`config.mk`:
```
export PLATFORM = sky130hd
export DESIGN_NAME = lcd_segment_controller
export DESIGN_NICKNAME = d
export VERILOG_FILES = /design/src/rtl/lcd_pkg.sv /design/src/rtl/lcd_segment_controller.sv
export SDC_FILE = /design/constraint.sdc
export NUM_CORES = 1
export LEC_CHECK = 0
export ABC_AREA = 1
export BUFFER_PORTS_ARGS = -buffer_cell sky130_fd_sc_hd__clkbuf_2
export CAP_MARGIN = 20
export CORE_MARGIN = 1
export CORE_UTILIZATION = 45
export CTS_BUF_LIST = sky130_fd_sc_hd__clkbuf_8
export DETAILED_ROUTE_END_ITERATION = 8
export HOLD_SLACK_MARGIN = 0.05
export RECOVER_POWER = 100
export SYNTH_ARGS = -nofsm -noshare
export SYNTH_HDL_FRONTEND = slang
export SYNTH_SLANG_ARGS = --single-unit
export TNS_END_PERCENT = 20
```
`constraint.sdc`:
```
create_clock -name clk_sys -period 3.44 [get_ports clk_sys]
set_clock_uncertainty 0.05 [all_clocks]
set_input_delay 0.516 -clock clk_sys [delete_from_list [all_inputs] [get_ports clk_sys]]
set_output_delay 0.516 -clock clk_sys [all_outputs]
set_load 0.01 [all_outputs]
```
`src/rtl/lcd_pkg.sv`:
```
// Behaviour
// - each display RAM bit, except the low three of each first byte, drives one segment/common element; set means on
// - display RAM is never cleared or loaded by reset
// - RAM of unused commons is plain storage with no display effect
// - RAM at E0..F7, six bytes per common; low three bits of first byte unused
// - halt while on main clock switches off and grounds every line
// - auxiliary oscillator code keeps the display running through halt
// - clock source change applies only at frame end; software waits before halt
// - clock select 000 blanks, 001 auxiliary oscillator, 010 and 111 reserved, others divide main clock
// - mode control register at DC: mux 7-6, clock 5-3, frame 2-0
// - mux field sets how many commons are scanned, one to four
// - frame field divides 32 kHz by 512,386,256,192,128,96,64; 111 reserved
// - mux code 00 four, 01 one, 10 two, 11 three commons
// - clock codes 011..110 divide main clock by 32,64,128,256
// - frame rate is base rate over active commons
// - oscillator failure grounds every segment and common line; code grounds them for one cycle only, then the scan restarts
package lcd_pkg;
	localparam logic [7:0] LCD_MODE_ADDR   = 8'hdc;
	localparam logic [7:0] LCD_RAM_FIRST   = 8'he0;
	localparam logic [7:0] LCD_RAM_LAST    = 8'hf7;
	localparam int         LCD_RAM_BYTES   = 24;
	localparam int         LCD_GROUP_BYTES = 6;
	localparam int         LCD_SEG_COUNT   = 48;
	localparam int         LCD_COM_COUNT   = 4;
	localparam int         LCD_MUX_MSB     = 7;
	localparam int         LCD_MUX_LSB     = 6;
	localparam int         LCD_CLK_MSB     = 5;
	localparam int         LCD_CLK_LSB     = 3;
	localparam int         LCD_FRM_MSB     = 2;
	localparam int         LCD_FRM_LSB     = 0;
	localparam logic [7:0] LCD_MODE_RESET  = 8'h00;
	localparam logic [2:0] LCD_CLK_OFF     = 3'h0;
	localparam logic [2:0] LCD_CLK_AUX     = 3'h1;
	localparam logic [2:0] LCD_CLK_RSV0    = 3'h2;
	localparam logic [2:0] LCD_CLK_RSV1    = 3'h7;
	localparam logic [2:0] LCD_FRM_RSV     = 3'h7;
	// missing-edge watchdog on the selected reference, in sys clocks
	localparam logic [11:0] LCD_FAIL_LIMIT = 12'hfff;
	typedef enum logic [1:0] {LCD_OFF, LCD_RUN} lcd_state_t;
endpackage

```
`src/rtl/lcd_segment_controller.sv`:
```
module lcd_segment_controller
	import lcd_pkg::*;
(
	input  wire logic        clk_sys,
	input  wire logic        rst_n,
	input  wire logic        standbyOsc,
	input  wire logic        haltReq,
	input  wire logic        busWr,
	input  wire logic        busRd,
	input  wire logic [7:0]  busAddr,
	input  wire logic [7:0]  busWdata,
	output logic      [7:0]  busRdata,
	output logic      [47:0] segOut,
	output logic      [3:0]  comOut,
	output logic             displayOn
);
	// display RAM is an array, no reset term at all
	logic [7:0] ramMem [LCD_RAM_BYTES];

	typedef struct packed {
		lcd_state_t  st;
		logic [7:0]  mode;
		logic [2:0]  clkAct;
		logic [2:0]  auxSync;
		logic        auxLvl;
		logic [7:0]  refDiv;
		logic        refTick;
		logic [9:0]  frmCnt;
		logic [1:0]  comIdx;
		logic [11:0] failCnt;
		logic [7:0]  rdata;
		logic [47:0] seg;
		logic [3:0]  com;
		logic        on;
	} lcd_reg_t;

	lcd_reg_t r_q;
	lcd_reg_t r_d;

	// number of scanned commons for a multiplex code
	function automatic logic [2:0] activeComs(input logic [1:0] mux);
		unique case (mux)
			2'b00: activeComs = 3'd4;
			2'b01: activeComs = 3'd1;
			2'b10: activeComs = 3'd2;
			2'b11: activeComs = 3'd3;
		endcase
	endfunction

	// reference ticks per common slot; zero marks the reserved code
	function automatic logic [9:0] baseDiv(input logic [2:0] f);
		unique case (f)
			3'h0: baseDiv = 10'd512;
			3'h1: baseDiv = 10'd386;
			3'h2: baseDiv = 10'd256;
			3'h3: baseDiv = 10'd192;
			3'h4: baseDiv = 10'd128;
			3'h5: baseDiv = 10'd96;
			3'h6: baseDiv = 10'd64;
			3'h7: baseDiv = 10'd0;
		endcase
	endfunction

	// main clock prescale for the nominal 32 kHz reference
	function automatic logic [8:0] mainDiv(input logic [2:0] c);
		unique case (c)
			3'h3: mainDiv = 9'd32;
			3'h4: mainDiv = 9'd64;
			3'h5: mainDiv = 9'd128;
			3'h6: mainDiv = 9'd256;
			default: mainDiv = 9'd0;
		endcase
	endfunction

	// reserved codes are treated like the off code
	function automatic logic clkUsable(input logic [2:0] c);
		clkUsable = (c != LCD_CLK_OFF) && (c != LCD_CLK_RSV0) && (c != LCD_CLK_RSV1);
	endfunction

	logic       ramHit;
	logic [4:0] ramIdx;
	logic [4:0] scanBase;
	logic [7:0] scanByte [LCD_GROUP_BYTES];
	logic [47:0] rowBits;

	// byte index for cpu access and for the common being scanned
	always_comb
	begin
		ramHit   = (busAddr >= LCD_RAM_FIRST) && (busAddr <= LCD_RAM_LAST);
		ramIdx   = 5'(busAddr - LCD_RAM_FIRST);
		scanBase = 5'(r_q.comIdx) * 5'd6;
		for (int i = 0; i < LCD_GROUP_BYTES; i++)
			scanByte[i] = ramMem[5'(scanBase + 5'(i))];
		rowBits = {scanByte[5], scanByte[4], scanByte[3], scanByte[2], scanByte[1],
		           scanByte[0][7:3], 3'b000};
	end

	// ram writes; scan reads the array live, so updates reach the pins even mid slot
	always_ff @(posedge clk_sys)
	begin
		if (busWr && ramHit)
			ramMem[ramIdx] <= busWdata;
	end

	logic       auxRise;
	logic       pending;
	logic [2:0] nComs;
	logic [9:0] fdiv;

	always_comb
	begin
		r_d = r_q;
		nComs = activeComs(r_q.mode[LCD_MUX_MSB:LCD_MUX_LSB]);
		fdiv  = baseDiv(r_q.mode[LCD_FRM_MSB:LCD_FRM_LSB]);
		// standby oscillator pin: three stages, edge once second and third agree
		r_d.auxSync = {r_q.auxSync[1:0], standbyOsc};
		auxRise = 1'b0;
		if (r_q.auxSync[2] == r_q.auxSync[1] && r_q.auxSync[2] != r_q.auxLvl)
		begin
			r_d.auxLvl = r_q.auxSync[2];
			auxRise = r_q.auxSync[2];
		end
		// register write and readback
		if (busWr && busAddr == LCD_MODE_ADDR)
			r_d.mode = busWdata;
		if (busRd)
			r_d.rdata = (busAddr == LCD_MODE_ADDR) ? r_q.mode
			          : (ramHit ? ramMem[ramIdx] : 8'h00);
		// reference tick: main clock divider or aux edge
		r_d.refTick = 1'b0;
		if (r_q.clkAct == LCD_CLK_AUX)
			r_d.refTick = auxRise;
		else if (clkUsable(r_q.clkAct))
		begin
			r_d.refDiv = r_q.refDiv + 8'h01;
			if (9'(r_q.refDiv) + 9'd1 >= mainDiv(r_q.clkAct))
			begin
				r_d.refDiv = 8'h00;
				r_d.refTick = 1'b1;
			end
		end
		// oscillator supervisor: no reference for too long means failure
		if (r_q.refTick || r_q.st == LCD_OFF)
			r_d.failCnt = 12'h000;
		else if (r_q.failCnt != LCD_FAIL_LIMIT)
			r_d.failCnt = r_q.failCnt + 12'h001;
		// a new clock code waits for the scan to wrap, so no frame is cut short
		pending = r_q.mode[LCD_CLK_MSB:LCD_CLK_LSB] != r_q.clkAct;
		unique case (r_q.st)
			LCD_OFF:
			begin
				// track the written code while stopped
				r_d.clkAct = r_q.mode[LCD_CLK_MSB:LCD_CLK_LSB];
				r_d.frmCnt = 10'd0;
				r_d.comIdx = 2'd0;
				if (clkUsable(r_d.clkAct) && !haltReq)
					r_d.st = LCD_RUN;
				else if (clkUsable(r_d.clkAct) && r_d.clkAct == LCD_CLK_AUX)
					r_d.st = LCD_RUN;
			end
			LCD_RUN:
			begin
				if (r_q.refTick && fdiv != 10'd0)
				begin
					r_d.frmCnt = r_q.frmCnt + 10'd1;
					if (r_q.frmCnt + 10'd1 >= fdiv)
					begin
						r_d.frmCnt = 10'd0;
						if (3'(r_q.comIdx) + 3'd1 >= nComs)
						begin
							r_d.comIdx = 2'd0;
							if (pending)
								r_d.clkAct = r_q.mode[LCD_CLK_MSB:LCD_CLK_LSB];
						end
						else
							r_d.comIdx = r_q.comIdx + 2'd1;
					end
				end
				// mux shrink mid frame: restart the scan at the first common
				if (3'(r_q.comIdx) >= nComs)
					r_d.comIdx = 2'd0;
				if (haltReq && r_q.clkAct != LCD_CLK_AUX)
					r_d.st = LCD_OFF;
				if (!clkUsable(r_q.clkAct) || r_q.failCnt == LCD_FAIL_LIMIT)
					r_d.st = LCD_OFF;
			end
			default: r_d.st = LCD_OFF;
		endcase
		// pin drive: active common high, its row on segments, else all ground
		r_d.on = (r_q.st == LCD_RUN);
		if (r_q.st == LCD_RUN && fdiv != 10'd0)
		begin
			r_d.com = 4'h1 << r_q.comIdx;
			r_d.seg = rowBits;
		end
		else
		begin
			r_d.com = 4'h0;
			r_d.seg = '0;
		end
	end

	always_ff @(posedge clk_sys or negedge rst_n)
	begin
		if (!rst_n)
		begin
			// display ram sits outside this struct, so reset never touches it
			r_q      <= '0;
			r_q.st   <= LCD_OFF;
			r_q.mode <= LCD_MODE_RESET;
		end
		else
			r_q <= r_d;
	end

	assign busRdata  = r_q.rdata;
	assign segOut    = r_q.seg;
	assign comOut    = r_q.com;
	assign displayOn = r_q.on;

	// checks: outputs lag the state by one edge, so blanking that needs a state change is looked at two edges on

	// halt on the main clock grounds every line
	a_halt_blanks: assert property (@(posedge clk_sys) disable iff (!rst_n)
		(r_q.st == LCD_RUN && haltReq && r_q.clkAct != LCD_CLK_AUX)
		|-> ##2 (comOut == 4'h0 && segOut == '0))
		else $error("halt on main clock did not blank");

	// off code requested and active: commons grounded
	a_off_code: assert property (@(posedge clk_sys) disable iff (!rst_n)
		(r_q.clkAct == LCD_CLK_OFF && r_q.mode[LCD_CLK_MSB:LCD_CLK_LSB] == LCD_CLK_OFF)
		|-> ##2 (comOut == 4'h0))
		else $error("clock off but commons driven");

	// the driven common is the one scanned an edge before
	a_com_range: assert property (@(posedge clk_sys) disable iff (!rst_n)
		(comOut != 4'h0) |-> (comOut == (4'h1 << $past(r_q.comIdx))))
		else $error("common out of range");

	// never two commons at once
	a_one_com: assert property (@(posedge clk_sys) disable iff (!rst_n)
		$onehot0(comOut))
		else $error("more than one common active");

	// scan index stays inside the active commons
	a_scan_limit: assert property (@(posedge clk_sys) disable iff (!rst_n)
		(3'(r_q.comIdx) < activeComs(r_q.mode[LCD_MUX_MSB:LCD_MUX_LSB])
		 || r_q.st == LCD_OFF || $changed(r_q.mode)))
		else $error("scan index beyond active commons");

	// a new source is only taken when the scan is back at the first common
	a_src_frame: assert property (@(posedge clk_sys) disable iff (!rst_n)
		(r_q.st == LCD_RUN && $changed(r_q.clkAct)) |-> r_q.comIdx == 2'd0
		|| $past(r_q.st) == LCD_OFF)
		else $error("clock source changed mid frame");

	// supervisor timeout grounds the commons
	a_fail_blank: assert property (@(posedge clk_sys) disable iff (!rst_n)
		(r_q.st == LCD_RUN && r_q.failCnt == LCD_FAIL_LIMIT) |-> ##2 (comOut == 4'h0))
		else $error("oscillator failure not blanked");

	// mode register takes every write
	a_mode_rw: assert property (@(posedge clk_sys) disable iff (!rst_n)
		(busWr && busAddr == LCD_MODE_ADDR) |=> (r_q.mode == $past(busWdata)))
		else $error("mode register write lost");

	// low three bits of each first byte never reach a pin
	a_na_bits: assert property (@(posedge clk_sys) disable iff (!rst_n)
		segOut[2:0] == 3'b000)
		else $error("unavailable segment bits driven");

	// unmapped reads return zero
	a_rd_unmapped: assert property (@(posedge clk_sys) disable iff (!rst_n)
		(busRd && !ramHit && busAddr != LCD_MODE_ADDR) |=> (busRdata == 8'h00))
		else $error("unmapped read not zero");

	// mode readback shows the register
	a_rd_mode: assert property (@(posedge clk_sys) disable iff (!rst_n)
		(busRd && busAddr == LCD_MODE_ADDR) |=> (busRdata == $past(r_q.mode)))
		else $error("mode readback wrong");

	// read data holds until the next read
	a_rdata_hold: assert property (@(posedge clk_sys) disable iff (!rst_n)
		!busRd |=> $stable(busRdata))
		else $error("read data moved without a read");

	// aux source keeps running through halt
	a_aux_halt: assert property (@(posedge clk_sys) disable iff (!rst_n)
		(r_q.st == LCD_RUN && r_q.clkAct == LCD_CLK_AUX && haltReq
		 && r_q.failCnt != LCD_FAIL_LIMIT) |=> (r_q.st == LCD_RUN))
		else $error("aux display stopped at halt");

	// no restart while halted on the main clock
	a_halt_hold: assert property (@(posedge clk_sys) disable iff (!rst_n)
		(r_q.st == LCD_OFF && haltReq && r_q.mode[LCD_CLK_MSB:LCD_CLK_LSB] != LCD_CLK_AUX)
		|=> (r_q.st == LCD_OFF))
		else $error("restarted during halt");

	// reserved frame code leaves the panel grounded
	a_frm_rsv: assert property (@(posedge clk_sys) disable iff (!rst_n)
		(r_q.mode[LCD_FRM_MSB:LCD_FRM_LSB] == LCD_FRM_RSV)
		|=> (comOut == 4'h0 && segOut == '0))
		else $error("reserved frame code drives panel");

	// stopped controller grounds every line
	a_off_ground: assert property (@(posedge clk_sys) disable iff (!rst_n)
		(r_q.st == LCD_OFF) |=> (comOut == 4'h0 && segOut == '0))
		else $error("stopped controller drives panel");
endmodule // lcd_segment_controller
```
==> results.md, run 1 <==
* Outcome: complete, but fails checks
* Failing checks: DRC, capacitance limit, slew limit
* Max_slew headroom at -0.256
* Hold WC Path Type: input port to flip-flop
* Post-synth top cells: nand2_1 (420), nor2_1 (210), edfxtp_1 (192)
* Length of the first detailed-routing pass in iterations at 9
* Sequential cell area at 8450 um2
* Avg Inst Size Synth at 8.65 um2
* # placed instances at 2337
* Fin. Hold Viols at 0
* Post-CTS Setup Inserts at 0
* Critical path required time at 3.86 ns
* Synth top area cells: edfxtp_1 (35%), dfrtp_1 (16%), nand2_1 (9.6%)
* TritonCTS clock tree: yes
* Yosys top cell area share at 0.349
* YS warnings at 0
* # port buffers at 79
* Number of diodes at 0
* Post-cts resize count at 0
* Final Wtd Congestion at 1.04
* Root Buffer: clkbuf_8
* Starting density of the core at 0.460
* Hold_buf cts at 2
* Worst-Margin Slew at 1.88 ns
* Routed len/inst at 25.0 um
* Nets at 1980
* Unrepaired setup endpoints after global routing: no
* # IOs at 83
* Clock buffer depth at 3
* Crit Path Class: flip-flop to flip-flop
* Largest area contributor in the netlist: edfxtp_1
* Global-route wire length before repair at 88.3 mm
* Final wirelength at 60.7 mm
* Reg clk slew, reported paths at 0.06 ns
* Endpoints failing setup at 0
* Netlist cell types at 62
* Total negative slack at 0 ns
* Cell leakage power at 7.38 nW
* Initial DRC Count at 1959
* Antenna violations before repair at 4
* Vias in the first global route at 13400
* Setup crit end kind: flip-flop
* Async S/R FF share, synth at 0.358
* Vias per cell at 5.96
* Most frequent cell after synthesis: nand2_1
* Via count at 14500
* Grt total ovfl at 0
* Fraction of layout cells with a size suffix above 1 at 0.0843
* Post-synth EDFFs at 192
* Die span in x at 193 um
* Chip height at 193 um
* Pin count of the biggest net entering global routing at 140
* Die area at 37400 um2
* Max FO, Critical Path at 27
* Clock latency on the worst-skew pair at 0.66 ns
* Fin cells at 2431
* DP Area at 16900 um2
* Remaining DRCs at 12
* All-Layer GR Usage at 0.323
* Final worst-path cycle share at 0.926
* Power Total at 7.87 mW
* CTS sink cnt at 299
* Num rows at 69
* Multi-input logic area at 6420 um2
* Worst Setup Start Kind: flip-flop
* Synthesized instance count at 1907
* Min Tclk post-route at 3.18 ns
* #FFs+latches synth at 299
* Max frequency at 314 MHz
* Worst VDD drop at 0.000310 V
* Num CTS Buffers at 50
* Main flop type after synthesis: edfxtp_1
* HPWL after DPL at 43.8 mm
* Cell Area, Synth at 16500 um2
* Core box area at 35800 um2
* Fin. max-slew vios at 208
* Fill cell count at 3477
* Antenna violation net count after detailed routing at 0
* CTS H-tree lvls at 2
* P&R area growth vs syn at 7.86%
* CP arrival at 3.61 ns
* Sequential area share after synthesis at 0.512
* Max_cap viols at 8
* Post-layout instance area at 17800 um2
* Pwr Density at 442 nW/um2
-- stage by stage --
| stage | setup WS [ns] | util | hold slack (ns) |
|---|---|---|---|
| floorplan | 0.982 | - | 0.170 |
| global placement | 0.508 | 0.473 | 0.283 |
| detailed placement | 0.466 | 0.473 | 0.285 |
| CTS | 0.580 | 0.502 | 0.156 |
| global route | 0.180 | 0.497 | 0.219 |
| finish | 0.255 | 0.497 | 0.192 |
-- kinds of logic after synthesis --
group	share of synthesized area
compound gates	0.152
xor+xnor	0.00963
fa+ha+maj	0.0212
buf+inv	0.0981
flops	0.512
mux	0.00849
other cells	0.000227
simple gates	0.198
-- sequential cells by signal, indices dropped and copies added, names as in the netlist --
| name | flops |
|---|---|
| segOut | 45 |
| r_q | 47 |
| comOut | 4 |
| displayOn | 1 |
| busRdata | 8 |
| ramMem | 192 |
| r_d | 2 |
-- layer usage --
layer | up-vias | GRT usage | wire length, um
met3 | 148 | 0.0896 | 7150
met4 | 4 | 0.128 | 2290
met5 | - | 0 | 24
met2 | 912 | 0.491 | 26400
met1 | 6934 | 0.436 | 24900
li1 | 6486 | - | -
-- power breakdown --
group / switching, mW / internal, mW
clock: 1.53 / 1.74
combinational: 0.487 / 0.169
sequential: 0.0470 / 3.89
-- area by class of cell --
class                      instances  share of cell area
multi-input combinational       1276               0.361
tap                              461              0.0324
clock inverter                    32              0.0113
inverter                         174              0.0369
timing repair buffer             129              0.0375
sequential                       299               0.475
clock buffer                      60              0.0464
-- worst max-delay path, stage by stage, from the launching register on --
cell and delay, ns:
dfrtp_1 0.41, inv_1 0.10, ha_1 0.34, a211oi_2 0.28, nand2_1 0.17, nand2_1 0.85, clkbuf_2 0.65, a21oi_1 0.12
-- cells in the final DEF (no fill, tap or decap), types with 9 or more instances in the layout --
| cell | Yosys | routed |
|---|---|---|
| ha_1 | 28 | 27 |
| nor2_1 | 210 | 213 |
| o22ai_1 | 51 | 51 |
| a31o_2 | 9 | 9 |
| clkbuf_8 | 0 | 60 |
| buf_4 | 73 | 28 |
| clkinv_1 | 1 | 9 |
| a21oi_1 | 134 | 134 |
| o21ai_0 | 157 | 158 |
| nand4_1 | 23 | 24 |
| o221ai_1 | 14 | 14 |
| inv_1 | 168 | 177 |
| nor3_1 | 8 | 9 |
| clkbuf_2 | 0 | 13 |
| clkinv_2 | 0 | 10 |
| dfrtp_1 | 107 | 106 |
| nand2_1 | 420 | 421 |
| edfxtp_1 | 192 | 192 |
| o211ai_1 | 13 | 13 |
| xor2_1 | 11 | 11 |
| clkbuf_1 | 30 | 83 |
| nand3_1 | 91 | 93 |
-- worst paths after layout --
kind                                        end  cells after the start  slack (ns)                 start
hold / removal             r_q[109]$_DFFE_PN0P_                      4        0.19               haltReq
max in group asynchronous   r_q[82]$_DFFE_PN0P_                      3        1.72                 rst_n
setup reg to reg           segOut[35]$_DFF_PN0_                      7        0.26  r_q[101]$_DFFE_PN0P_
hold reg to reg               r_d[97]$_DFF_PN0_                      0        0.29     r_d[96]$_DFF_PN0_
setup / recovery           segOut[35]$_DFF_PN0_                      7        0.26  r_q[101]$_DFFE_PN0P_
min in group asynchronous  segOut[38]$_DFF_PN0_                      2        0.65                 rst_n
(Power assumes the default switching activity.)
==> run 2: changes to the inputs <==
Settings changed: ABC_AREA 1 to unset, CAP_MARGIN 20 to unset.
==> run 2 against run 1 <==
Against the previous run:
- the flow finishes with violations (capacitance limit, slew limit)
- global-route usage shrank 8.3 points
- total power shrank 1.2%
- fmax shrank 0.99%
- hold slack gained 0.13 ns
- die area shrank 1.4%
- final cell count shrank 32%
- non-clock buffer count grew 8
- critical path depth shrank 1
- worst setup slack lost 0.032 ns
- critical path type unchanged
- critical endpoint is now segOut[46]$_DFF_PN0_
- highest routed layer unchanged
==> results.md, run 2 <==
* Avg Inst Size Synth at 14.9 um2
* Starting density of the core at 0.457
* Most frequent cell after synthesis: edfxtp_1
* # port buffers at 79
* Min Hold Slack at 0.319 ns
* R2R Setup Slk at 0.22 ns
* Chip height at 192 um
* Sequential area share after synthesis at 0.519
* Nets at 1207
* Die span in x at 192 um
* Vias per cell at 6.18
* Fin. Hold Viols at 0
* Crit Path Class: flip-flop to flip-flop
* Min Tclk post-route at 3.22 ns
* Hold Path Cell Cnt at 0
* Failing checks: capacitance limit, slew limit
* Fraction of layout cells with a size suffix above 1 at 0.247
* YS warnings at 0
* Critical path required time at 3.77 ns
* HPWL after DPL at 29.8 mm
* Max_slew headroom at -0.142
* Top reg by flops: ramMem
* Vias in the first global route at 9882
* Power Total at 7.77 mW
* Cell Area, Synth at 16300 um2
* Final worst-path cycle share at 0.935
* Yosys top cell area share at 0.354
* Antenna violations before repair at 3
* Max frequency at 311 MHz
* Num CTS Buffers at 49
* Total negative slack at 0 ns
* RR Endpoint: segOut[46]$_DFF_PN0_
* TritonCTS clock tree: yes
* Max FO, Critical Path at 33
* Fin cells at 1658
* Post-synth top cells: edfxtp_1 (192), mux4_2 (161), nor2_1 (112)
* FF-to-FF Start: r_q[73]$_DFFE_PN0P_
* Largest area contributor in the netlist: edfxtp_1
* Largest register FFs at 192
* Netlist cell types at 56
* Reg clk slew, reported paths at 0.06 ns
* P&R area growth vs syn at 9.67%
* Async S/R FF share, synth at 0.358
* Most common cell after layout, fill and taps aside: edfxtp_1
* CTS H-tree lvls at 2
* Root Buffer: clkbuf_8
* Post-CTS Setup Inserts at 0
* Setup crit end kind: flip-flop
* #FFs+latches synth at 299
* Via count at 10200
* Outcome: complete, but fails checks
* Initial DRC Count at 1167
* Most frequent cells in the layout: edfxtp_1 (192), mux4_2 (161), nor2_1 (112)
* All-Layer GR Usage at 0.240
* # placed instances at 1565
* Post-synth EDFFs at 192
* Length of the first detailed-routing pass in iterations at 5
* Hold WC Path Type: flip-flop to flip-flop
* Main flop type after synthesis: edfxtp_1
* Clock latency on the worst-skew pair at 0.59 ns
* Pin count of the biggest net entering global routing at 57
* Core box area at 35600 um2
* Die area at 36900 um2
* Reg2Reg Depth at 6
* Final Wtd Congestion at 0.913
* Synth top area cells: edfxtp_1 (35%), mux4_2 (22%), dfrtp_1 (16%)
* Number of diodes at 0
* Max_cap viols at 1
* Fin. max-slew vios at 45
* Unrepaired setup endpoints after global routing: no
* Endpoints failing setup at 0
* CTS sink cnt at 299
* Antenna violation net count after detailed routing at 0
* Num rows at 69
* Routed len/inst at 25.9 um
* Min-delay src: r_d[96]$_DFF_PN0_
* Worst-Margin Slew at 1.71 ns
* CP arrival at 3.55 ns
* Worst Setup Start Kind: flip-flop
* Grt total ovfl at 0
* Remaining DRCs at 0
* Pwr Density at 435 nW/um2
* Final wirelength at 43.0 mm
* Synthesized instance count at 1089
* WHS Endpoint: r_d[97]$_DFF_PN0_
* Clock buffer depth at 3
* Cell leakage power at 6.16 nW
* Global-route wire length before repair at 63.7 mm
* # IOs at 83
* Worst VDD drop at 0.000265 V
run 2: cell families (layout without fill, tap and decap cells):
group                    after synthesis  in the layout  share of synthesized area
AO/OA/AOI/OAI                        122            122                     0.0507
XOR/XNOR                              18             18                    0.00969
adder cells (fa/ha/maj)               29             29                     0.0221
buffers and inverters                137            243                     0.0525
flip-flops                           299            299                      0.519
multiplexers                         234            234                      0.275
other                                  1              3                   0.000230
AND/OR/NAND/NOR                      249            249                     0.0711
run 2: worst max-delay path, cell delays in order (launching register included):
cell,delay (ns)
dfrtp_4,0.40
clkbuf_2,0.74
ha_1,0.34
buf_12,0.27
mux4_2,0.55
mux2i_1,0.47
a211oi_1,0.20
run 2: worst max-delay path by stage:
| stage | slack (ns) | endpoint | cells after the start | startpoint |
|---|---|---|---|---|
| finish | 0.22 | segOut[46]$_DFF_PN0_ | 6 | r_q[73]$_DFFE_PN0P_ |
| global route | 0.07 | r_q[99]$_DFFE_PN0P_ | 12 | r_q[75]$_DFFE_PN0P_ |
| CTS | 0.33 | r_q[99]$_DFFE_PN0P_ | 12 | r_q[75]$_DFFE_PN0P_ |
| detailed placement | 0.37 | r_q[98]$_DFFE_PN0P_ | 12 | r_q[75]$_DFFE_PN0P_ |
| global placement | 0.40 | r_q[99]$_DFFE_PN0P_ | 13 | r_q[75]$_DFFE_PN0P_ |
| floorplan | 0.29 | segOut[34]$_DFF_PN0_ | 12 | r_q[73]$_DFFE_PN0P_ |
run 2: stage by stage:
step	utilization	area, um2	worst slack, ns
after floorplan	-	16300	0.288
after global placement	0.477	17000	0.400
after detailed placement	0.477	17000	0.371
after CTS	0.508	18100	0.334
after global routing	0.502	17800	0.0732
final	0.502	17800	0.224
run 2: area by class of cell:
| class | count | area, um2 |
|---|---|---|
| clock buffer | 55 | 757 |
| clock inverter | 36 | 328 |
| tap | 461 | 577 |
| multi-input combinational | 655 | 7000 |
| sequential | 299 | 8450 |
| timing repair buffer | 137 | 674 |
| inverter | 15 | 56.3 |
| fill | 3057 | 17700 |
run 2: routing by layer:
metal,vias to the layer above,share of wire,GRT usage
li1,4398,-,-
met1,5242,0.41,0.334
met2,517,0.45,0.351
met3,81,0.11,0.0758
met4,4,0.029,0.0893
met5,-,0.00072,0
run 2: repair_timing:
item,in CTS,in global routing
endpoints found under the hold margin,52,0
resized for setup,0,0
hold buffers,2,0
run 2: power breakdown:
group          switching (mW)  leakage, nW  internal (mW)  total (mW)
combinational           0.279         2.38          0.153       0.432
clock                    1.48        0.580           1.93        3.42
sequential             0.0359         3.20           3.89        3.92
total                    1.80         6.16           5.97        7.77
==> run 3: changes to the inputs <==
Settings changed: SETUP_SLACK_MARGIN set to 0.5.
==> run 3 against run 2 <==
Against the previous run:
- via count grew 0.87%
- largest cell class unchanged
- fmax up 4.2%
- critical path type unchanged
- wire length up 0.79%
- the flow still finishes with violations (capacitance limit, slew limit)
- final cell count grew 0.54%
==> results.md, run 3 (synthesis gave the netlist of run 2 again) <==
* Outcome: complete, but fails checks
* Failing checks: capacitance limit, slew limit
* # IOs at 83
* HPWL after DPL at 29.7 mm
* GR Layer Usage met2 at 0.349
* All-Layer GR Usage at 0.239
* Starting density of the core at 0.457
* Worst VDD drop at 0.000224 V
* Met3 Track Usage GR at 0.0714
* Max FO, Critical Path at 8
* Via count at 10300
* Root Buffer: clkbuf_8
* Vias in the first global route at 9799
* Endpoints failing setup at 0
* CP arrival at 3.49 ns
* Pre-CTS WS at 0.402 ns
* Fraction of layout cells with a size suffix above 1 at 0.250
* Most frequent cells in the layout: edfxtp_1 (192), mux4_2 (161), nor2_1 (111)
* Largest register FFs at 192
* Fill cell count at 3069
* Nets at 1219
* TritonCTS clock tree: yes
* Reg clk slew, reported paths at 0.06 ns
* Grt met1 use at 0.343
* Setup crit end kind: flip-flop
* Routed len/inst at 26.0 um
* Vias per cell at 6.20
* R2R Setup Slk at 0.35 ns
* Global-route wire length before repair at 63.6 mm
* Final wirelength at 43.3 mm
* Pwr Density at 417 nW/um2
* Grt total ovfl at 0
* P&R area growth vs syn at 9.77%
* CTS sink cnt at 299
* Final Wtd Congestion at 0.885
* Remaining DRCs at 0
* Chip height at 192 um
* Multi-input logic area at 7080 um2
* Fin. Hold Viols at 0
* Num rows at 69
* Worst-Margin Slew at 2.01 ns
* Number of diodes at 0
* Top reg by flops: ramMem
* Core box area at 35600 um2
* Hold WC Path Type: input port to flip-flop
* Unrepaired setup endpoints after global routing: yes
* # port buffers at 79
* Antenna violation net count after detailed routing at 0
* Cell leakage power at 6.20 nW
* Clock latency on the worst-skew pair at 0.58 ns
* Die span in x at 192 um
* Min Hold Slack at 0.251 ns
* Die area at 36900 um2
* Setup ws final at 0.353 ns
* Most common cell after layout, fill and taps aside: edfxtp_1
* Fin. max-slew vios at 81
* Initial DRC Count at 1059
* Clock buffer depth at 3
* Length of the first detailed-routing pass in iterations at 7
* Crit Path Class: flip-flop to flip-flop
* CTS H-tree lvls at 2
* Antenna violations before repair at 0
* Fin cells at 1667
* Total negative slack at 0 ns
* Core Util, Final at 0.502
* Max frequency at 324 MHz
* Final worst-path cycle share at 0.897
* Pin count of the biggest net entering global routing at 122
* Max_cap viols at 1
* Critical path required time at 3.84 ns
* Layer carrying the most global-route usage: met2
* # placed instances at 1567
* Sequential cell area at 8450 um2
* Max_slew headroom at -0.339
* Min Tclk post-route at 3.09 ns
* Num CTS Buffers at 49
* Worst Setup Start Kind: flip-flop
-- run 3: stage by stage --
step           instance area, um2  total power [mW]
6_report                    17900              7.44
5_1_grt                     17900              7.70
4_1_cts                     18000              7.51
3_5_place_dp                17000              4.44
3_3_place_gp                17000              4.44
2_1_floorplan               16300              4.29
-- run 3: worst max-delay path: stages (launching register included) --
cell and delay (ns):
dfrtp_1 0.38, ha_1 0.24, and3_1 0.30, nand3_4 0.10
inv_2 0.08, nand3_2 0.07, xnor2_1 0.15, ha_1 0.30
and4_1 0.16, o21ai_1 0.06, a31oi_1 0.24, buf_4 0.16
buf_4 0.10, a21o_1 0.25, o22ai_1 0.14, a21o_1 0.19
-- run 3: final timing paths --
kind	endpoint	startpoint	cells after the start
min in group asynchronous	r_d[96]$_DFF_PN0_	rst_n	1
min	r_q[109]$_DFFE_PN0P_	haltReq	4
min reg2reg	r_d[97]$_DFF_PN0_	r_d[96]$_DFF_PN0_	0
max in group asynchronous	r_q[105]$_DFFE_PN0P_	rst_n	2
max reg2reg	r_q[79]$_DFFE_PN0P_	r_q[76]$_DFFE_PN0P_	15
max	r_q[79]$_DFFE_PN0P_	r_q[76]$_DFFE_PN0P_	15
-- run 3: timing repair --
item,4_1_cts,5_1_grt
endpoints found under the setup margin,5,24
pin swaps,0,9
buffers inserted,2,9
hold endpoints to repair,1,0
resized for setup,1,22
hold buffers,1,0
-- run 3: report_power, final --
group          internal, mW  leakage, nW  switching [mW]
Combinational         0.160         2.43           0.289
Clock                  1.65        0.564            1.42
Sequential             3.89         3.20          0.0369
-- run 3: layout make-up --
class	instances	share of cell area
clock buffer	57	0.0439
clock inverter	31	0.00988
inverter	15	0.00315
multi-input combinational	655	0.396
sequential	299	0.473
tap	461	0.0323
timing repair buffer	149	0.0415
-- run 3: metal layers --
layer,wire [um],up-vias
li1,-,4416
met1,18100,5292
met2,19500,549
met3,4710,74
met4,1060,0
met5,0,-
